==> src/design/diag_status_pkg.sv <==
/*
  constants, field positions, reset values and types of the diagnostic
  status register bank of an eight-output half-bridge driver.
  assumes one core clock and a synchronous active-high reset.
*/
// Function
// - protocol fault bit seven, sticky until clear
// - bit six reads OR of all switch flags
// - summary falls alone once switch flags clear
// - undervoltage latches bit five, disables outputs
// - overvoltage latches bit four, disables outputs
// - bit three zero after reset, one after clear
// - thermal shutdown latches bit two, disables outputs
// - thermal prewarning sets bit one, disables nothing
// - bit zero reserved, always reads zero
// - first overcurrent byte: bridges four to one
// - second overcurrent byte: bridges eight to five
// - overcurrent latches and disables only that switch
// - three address bytes select the three registers
// - overcurrent flags reset to zero
// - command is address byte then data byte
// - address bit seven: zero reads, one clears
`default_nettype none

package diag_status_pkg;

  // one status register byte
  typedef logic [7:0]  reg_byte_t;
  // one 16-bit serial command, address byte on top
  typedef logic [15:0] frame_t;
  // one flag per switch, bit 2k+1 high side, bit 2k low side
  typedef logic [15:0] switch_vec_t;

  // address decode: bits 7 (access) and 1 (tail) are don't care
  localparam reg_byte_t ADDR_MASK       = 8'h7D;
  localparam reg_byte_t ADDR_GLOBAL     = 8'h19;
  localparam reg_byte_t ADDR_OC_LOW     = 8'h59;
  localparam reg_byte_t ADDR_OC_HIGH    = 8'h39;
  localparam int        ACCESS_OP_BIT   = 7;
  localparam int        ADDR_TAIL_BIT   = 1;

  // field positions of the global fault status register
  localparam int        BIT_PROTO_ERR   = 7;
  localparam int        BIT_LOAD_FAULT  = 6;
  localparam int        BIT_SUPPLY_LOW  = 5;
  localparam int        BIT_SUPPLY_HIGH = 4;
  localparam int        BIT_NO_POR      = 3;
  localparam int        BIT_THERM_SHUT  = 2;
  localparam int        BIT_THERM_WARN  = 1;
  localparam int        BIT_RESERVED    = 0;

  // values after reset
  localparam reg_byte_t   STATUS_RESET  = 8'h00;
  localparam switch_vec_t SWITCH_RESET  = 16'h0000;
  localparam logic        FLAG_RESET    = 1'b0;

  // synchroniser depth for monitor pins
  localparam int        SYNC_STAGES     = 2;

endpackage : diag_status_pkg

`default_nettype wire

==> src/design/diag_status_regs.sv <==
/*
  diagnostic status register bank: global fault status and two
  overcurrent status bytes, read or cleared by 16-bit serial commands.
  assumes a framing block on the same clock delivers each complete
  command as a one-cycle strobe and flags malformed frames by a pulse;
  analog monitor levels arrive asynchronously on pins; open-load flags
  come from a neighbouring register block on the same clock.
*/
`default_nettype none

module diag_status_regs
  import diag_status_pkg::*;
(
  input  wire logic                         clk_sys,
  input  wire logic                         rst,
  input  wire logic                         frame_valid,
  input  wire diag_status_pkg::frame_t      frame_word,
  input  wire logic                         protocol_error,
  input  wire logic                         supply_low_pin,
  input  wire logic                         supply_high_pin,
  input  wire logic                         therm_shut_pin,
  input  wire logic                         therm_warn_pin,
  input  wire diag_status_pkg::switch_vec_t overcurrent_pin,
  input  wire diag_status_pkg::switch_vec_t open_load_flags,
  output diag_status_pkg::reg_byte_t        resp_data,
  output logic                              resp_valid,
  output logic                              all_outputs_off,
  output diag_status_pkg::switch_vec_t      switch_off
);

  import diag_status_pkg::*;

  // decode helper: address byte selects a register
  function automatic logic addr_hit(input reg_byte_t addr,
                                    input reg_byte_t target);
    addr_hit = ((addr & ADDR_MASK) == target);
  endfunction : addr_hit

  // monitor levels after two flip-flops
  logic [19:0]  mon_sync;             // all synchronised monitors
  logic         supply_low_s;         // undervoltage present
  logic         supply_high_s;        // overvoltage present
  logic         therm_shut_s;         // shutdown threshold reached
  logic         therm_warn_s;         // prewarning threshold reached
  switch_vec_t  overcurrent_s;        // per-switch overcurrent present

  // latched flags of the global register
  logic         proto_err_flag;       // malformed serial transfer seen
  logic         supply_low_flag;      // undervoltage latched
  logic         supply_high_flag;     // overvoltage latched
  logic         no_power_on_reset_flag; // no reset since last clear
  logic         thermal_shutdown_flag;  // thermal shutdown latched
  logic         thermal_prewarn_flag;   // prewarning latched
  logic         load_fault_summary;   // OR of every switch flag

  // decoded command
  reg_byte_t    addr_byte;            // upper byte of the command
  logic         access_op_bit;        // one clears, zero reads
  logic         hit_global;           // global register addressed
  logic         hit_oc_low;           // bridges 1 to 4 addressed
  logic         hit_oc_high;          // bridges 5 to 8 addressed
  logic         clr_global;           // clear of global register
  logic         clr_oc_low;           // clear of bridges 1 to 4
  logic         clr_oc_high;          // clear of bridges 5 to 8
  reg_byte_t    global_byte;          // current global register

  // next values
  logic         next_proto_err;
  logic         next_supply_low;
  logic         next_supply_high;
  logic         next_no_por;
  logic         next_therm_shut;
  logic         next_therm_warn;
  switch_vec_t  next_switch_off;
  logic         next_all_off;
  reg_byte_t    next_resp_data;
  logic         next_resp_valid;

  // monitor pins come from the analog domain
  monitor_sync #(
    .WIDTH (20)
  ) u_monitor_sync (
    .clk_sys  (clk_sys),
    .rst      (rst),
    .async_in ({therm_warn_pin, therm_shut_pin, supply_high_pin,
                supply_low_pin, overcurrent_pin}),
    .sync_out (mon_sync)
  );

  // split the synchronised group
  always_comb begin
    overcurrent_s = mon_sync[15:0];
    supply_low_s  = mon_sync[16];
    supply_high_s = mon_sync[17];
    therm_shut_s  = mon_sync[18];
    therm_warn_s  = mon_sync[19];
  end

  // command decode and global register image
  always_comb begin
    addr_byte     = frame_word[15:8];
    access_op_bit = addr_byte[ACCESS_OP_BIT];
    hit_global    = frame_valid && addr_hit(addr_byte, ADDR_GLOBAL);
    hit_oc_low    = frame_valid && addr_hit(addr_byte, ADDR_OC_LOW);
    hit_oc_high   = frame_valid && addr_hit(addr_byte, ADDR_OC_HIGH);
    clr_global    = hit_global && access_op_bit;
    clr_oc_low    = hit_oc_low && access_op_bit;
    clr_oc_high   = hit_oc_high && access_op_bit;
    // summary needs no clear of its own; it follows the flags
    load_fault_summary = (|switch_off) || (|open_load_flags);
    global_byte = STATUS_RESET;
    global_byte[BIT_PROTO_ERR]   = proto_err_flag;
    global_byte[BIT_LOAD_FAULT]  = load_fault_summary;
    global_byte[BIT_SUPPLY_LOW]  = supply_low_flag;
    global_byte[BIT_SUPPLY_HIGH] = supply_high_flag;
    global_byte[BIT_NO_POR]      = no_power_on_reset_flag;
    global_byte[BIT_THERM_SHUT]  = thermal_shutdown_flag;
    global_byte[BIT_THERM_WARN]  = thermal_prewarn_flag;
    global_byte[BIT_RESERVED]    = 1'b0;
  end

  // next flag values: a detection in the clear cycle wins
  always_comb begin
    next_proto_err   = protocol_error ||
                       (proto_err_flag && !clr_global);
    next_supply_low  = supply_low_s ||
                       (supply_low_flag && !clr_global);
    next_supply_high = supply_high_s ||
                       (supply_high_flag && !clr_global);
    next_therm_shut  = therm_shut_s ||
                       (thermal_shutdown_flag && !clr_global);
    next_therm_warn  = therm_warn_s ||
                       (thermal_prewarn_flag && !clr_global);
    // reset shows zero; a clear of the register arms it to one
    next_no_por = no_power_on_reset_flag || clr_global;
    // per-switch latch, each flag disables only its own switch
    next_switch_off[7:0]  = overcurrent_s[7:0] |
                            (switch_off[7:0] & ~{8{clr_oc_low}});
    next_switch_off[15:8] = overcurrent_s[15:8] |
                            (switch_off[15:8] & ~{8{clr_oc_high}});
    // prewarning stays out of the global disable
    next_all_off = next_supply_low || next_supply_high ||
                   next_therm_shut;
  end

  // in-frame answer: value before any clear of this frame
  always_comb begin
    next_resp_valid = frame_valid;
    next_resp_data  = STATUS_RESET;
    if (hit_global) begin
      next_resp_data = global_byte;
    end else if (hit_oc_low) begin
      next_resp_data = switch_off[7:0];
    end else if (hit_oc_high) begin
      next_resp_data = switch_off[15:8];
    end
  end

  // register flags, disables and answer
  always_ff @(posedge clk_sys) begin
    if (rst) begin
      proto_err_flag         <= FLAG_RESET;
      supply_low_flag        <= FLAG_RESET;
      supply_high_flag       <= FLAG_RESET;
      no_power_on_reset_flag <= FLAG_RESET;
      thermal_shutdown_flag  <= FLAG_RESET;
      thermal_prewarn_flag   <= FLAG_RESET;
      switch_off             <= SWITCH_RESET;
      all_outputs_off        <= FLAG_RESET;
      resp_data              <= STATUS_RESET;
      resp_valid             <= FLAG_RESET;
    end else begin
      proto_err_flag         <= next_proto_err;
      supply_low_flag        <= next_supply_low;
      supply_high_flag       <= next_supply_high;
      no_power_on_reset_flag <= next_no_por;
      thermal_shutdown_flag  <= next_therm_shut;
      thermal_prewarn_flag   <= next_therm_warn;
      switch_off             <= next_switch_off;
      all_outputs_off        <= next_all_off;
      resp_data              <= next_resp_data;
      resp_valid             <= next_resp_valid;
    end
  end
endmodule : diag_status_regs

`default_nettype wire

==> src/design/monitor_sync.sv <==
/*
  two-stage synchroniser for a group of level inputs from analog monitors.
  assumes the inputs are slow levels; no pulse shorter than one clock
  is guaranteed to pass.
*/
`default_nettype none

module monitor_sync #(
  parameter int WIDTH = 20
) (
  input  wire logic             clk_sys,
  input  wire logic             rst,
  input  wire logic [WIDTH-1:0] async_in,
  output logic      [WIDTH-1:0] sync_out
);

  // first stage, read only by the second stage
  logic [WIDTH-1:0] stage1;
  logic [WIDTH-1:0] next_stage1;
  logic [WIDTH-1:0] next_sync_out;

  // refuse a group width of zero
  if (WIDTH < 1) begin : g_width_check
    $error("monitor_sync needs a width of at least one");
  end

  // next values: shift one stage per clock
  always_comb begin
    next_stage1   = async_in;
    next_sync_out = stage1;
  end

  // register both stages, cleared by reset
  always_ff @(posedge clk_sys) begin
    if (rst) begin
      stage1   <= '0;
      sync_out <= '0;
    end else begin
      stage1   <= next_stage1;
      sync_out <= next_sync_out;
    end
  end

endmodule : monitor_sync

`default_nettype wire

==> config.mk <==
export PLATFORM = sky130hd
export DESIGN_NAME = diag_status_regs
export DESIGN_NICKNAME = d
export VERILOG_FILES = /design/src/design/diag_status_pkg.sv /design/src/design/diag_status_regs.sv /design/src/design/monitor_sync.sv
export SDC_FILE = /design/constraint.sdc
export NUM_CORES = 1
export LEC_CHECK = 0
export ABC_CLOCK_PERIOD_IN_PS = 2500
export BUFFER_PORTS_ARGS = -buffer_cell sky130_fd_sc_hd__buf_2
export CAP_MARGIN = 10
export CORE_AREA = 2 2 76 71
export CTS_CLUSTER_SIZE = 25
export DETAILED_ROUTE_END_ITERATION = 6
export DIE_AREA = 0 0 78 73
export PLACE_DENSITY_LB_ADDON = 0.2
export SYNTH_ARGS = -nofsm -noshare
export SYNTH_HDL_FRONTEND = slang
export SYNTH_HIERARCHICAL = 1
export SYNTH_SLANG_ARGS = --single-unit
==> constraint.sdc <==
create_clock -name clk_sys -period 2.5 [get_ports clk_sys]
set_input_delay 0.25 -clock clk_sys [delete_from_list [all_inputs] [get_ports clk_sys]]
set_output_delay 0.25 -clock clk_sys [all_outputs]
set_load 0.03 [all_outputs]
==> results.tsv <==
metric	value	unit
worst stage delay on the critical path	0.35	ns
Area growth syn-to-layout	23.39	%
Startpoint Class	register	
Initial DRC Count	112	
NumNets Final	339	
die width	78	µm
Worst Hold Class	input pin to register	
worst setup margin	1.233	ns
synthesized area	2499	µm²
XOR/XNOR Fraction of Synth Area	0	%
clock-pin slew on the worst setup and hold paths	0.07	ns
Net Sw Power	0.5193	mW
adder-cell share of the synthesized area	0	%
Final period util	50.68	%
CP cell instances	nor4_1 -> nand4_1 -> nor4_2 -> a2111oi_2	
Crit path required time	2.69	ns
post-synthesis cell type count	30	
CTS tree	built	
worst-path maximum fanout	4	
Initial Util	49.92	%
routability cong.	0.7879	
Slew headroom	54.12	%
Num Clock Sinks	72	
mean routed wirelength per cell	13.04	µm
sequential share of the synthesized area	57.69	%
die height	73	µm
Slew Limit Fails	0	
internal power	1.803	mW
sw frac	22.36	%
initial antenna violation count	0	
maximum vdd drop	0.0004512	V
Data arrival, critical path	1.46	ns
placed cells	339	
vias in the first global route	1580	
TNS Setup	0	ns
largest net degree at the start of global routing	54	
post-CTS sizing	0	
simple-gate share of the synthesized area	26.24	%
total of max-cap violations	0	
Vias	1736	
fillers	441	
pre-CTS setup slack	0.8928	ns
Synth warnings	6	
CP Class	register to register	
hold slack	0.1289	ns
leak pwr	1.324	nW
Mapped Cells	210	
Post-CTS Hold Fix Bufs	0	
combinational fraction of design power	8.7	%
Core Area	5005	µm²
RSZ-0062 raised after global routing	false	
largest family of logic cells by synthesized area	simple AND/OR/NAND/NOR gates	
Synth Area in Compound Gates	12.97	%
Final Hold Violating Endpoints	0	
DP HPWL	3316	µm
vias per inst	4.890	
Rows	25	
Post-CTS Setup Inserts	0	
root buffer cell	clkbuf_8	
Finished Layout Cells	355	
DR DRC count	0	
Final min period	1.267	ns
CTS H-tree lvls	3	
Synthesized Nets	266	
input/output buffers	72	
status	completed	
post-route ant nets	0	
first-pass GRT wire length	7534	µm
Slowest cell on crit path	dfxtp_1	
average size of a mapped cell	11.90	µm²
Routed WL	4630	µm
Die ar.	5694	µm²
Sequential Power Share	53.0	%
pwr/cell area	753.3	nW/µm²
Worst Setup End Kind	register	
GRT Residual Overflow	0	
most frequent cells in the layout	dfxtp_1, buf_2, nor2b_2	
Max Buffers Root-to-Sink	2	
clk_lat worst skew	0.33	ns
mux cell area share after synthesis	0	%
Achievable Freq	789.3	MHz
Clock Skew	0.004401	ns
Total GRT Usage	17.53	%
Setup Viol. Count Final	0	
DR pass1 iterations	4	
io pins	82	
slew at the pin with the worst max-slew slack	0.6881	ns
n_diodes	0	
clock share of power	38.3	%
Num CTS Buffers	9	
register bit total from synthesis	72	
layout cells sized above 1	45.49	%
layout make-up:
cell class	count	area, µm²	area share, %
inverter	3	11.26	0.3653
timing repair buffer	73	367.9	11.93
tap	67	83.83	2.719
multi-input combinational	124	979.7	31.78
clock inverter	3	40.04	1.299
sequential	72	1441	46.75
clock buffer	13	158.9	5.154
metrics by stage:
step                      util [%]  power [mW]  cell area, µm²
after global placement       57.63       1.457            2884
after detailed placement     57.63       1.460            2884
after floorplan                  -       1.384            2499
after CTS                    61.60       2.357            3083
after global routing         61.60       2.430            3083
final                        61.60       2.322            3083
synthesized netlist by cell type:
master     count  share of area [%]
and3b_1        1               0.35
nor2b_2       30                 11
nand4_1        2               0.50
nor2b_1       18                4.5
nand3b_1       2               0.60
nand2b_1       7                1.8
nor3_1         6                1.2
clkbuf_4       4                1.2
o31ai_1        1               0.30
nand3b_4       1               0.80
inv_1          3               0.45
a221oi_2       1               0.60
a31oi_4        1               0.85
a31oi_2        1               0.50
a2111oi_2      6                3.6
a21oi_1       11                2.2
nand3_1        1               0.20
and4b_1        1               0.40
clkbuf_1       4               0.60
nor4_1         8                2.0
nor2_1         8                1.2
nand4_2        1               0.50
o31a_1         1               0.35
nand3_4        1               0.70
nor4_2         1               0.50
a22o_1        13                4.6
buf_2          2               0.40
buf_6          1               0.45
nor3b_2        1               0.50
dfxtp_1       72                 58
metal layers:
metal  GRT usage [%]  share of wire (%)  vias up  wire (µm)
li1                -                  -      880          -
met1           23.25                 46      784       2135
met2           25.96                 45       68       2082
met3           6.683                8.0        4        372
met4           7.018               0.86        0         40
met5               0                  0        -          0
worst max-delay path: cells and delay by family, from the launching register on:
family | cells | cell delay, ns
flops | 1 | 0.35
compound gates | 1 | 0.07
simple gates | 3 | 0.70
power groups by stage:
stage | Sequential [mW] | Combinational (mW) | Clock (mW)
final | 1.23 | 0.202 | 0.889
after global routing | 1.24 | 0.220 | 0.975
after CTS | 1.23 | 0.204 | 0.922
after detailed placement | 1.26 | 0.203 | 0
after global placement | 1.26 | 0.200 | 0
after floorplan | 1.28 | 0.104 | 0
final timing paths:
kind,from,endpoint,slack [ns],cells after the start
setup / recovery,switch_off[4],resp_data[6],1.23,4
hold / removal,therm_warn_pin,u_monitor_sync/next_sync_out[19],0.13,2
setup reg to reg,switch_off[4],resp_data[6],1.23,4
hold reg to reg,u_monitor_sync/next_sync_out[19],u_monitor_sync/sync_out[19],0.44,1
flip-flops by register name (all words and copies together) (netlist names):
name,count
u_monitor_sync/next_sync_out,20
u_monitor_sync/sync_out,20
switch_off,16
resp_data,8
all_outputs_off,1
no_power_on_reset_flag,1
proto_err_flag,1
resp_valid,1
supply_high_flag,1
supply_low_flag,1
thermal_prewarn_flag,1
thermal_shutdown_flag,1
logic make-up (layout without fill, tap and decap cells):
group | Yosys count | in the layout
compound gates | 35 | 35
buf+inv | 14 | 92
flops | 72 | 72
simple gates | 89 | 89
Note: power is estimated with default switching activity, not from simulation.
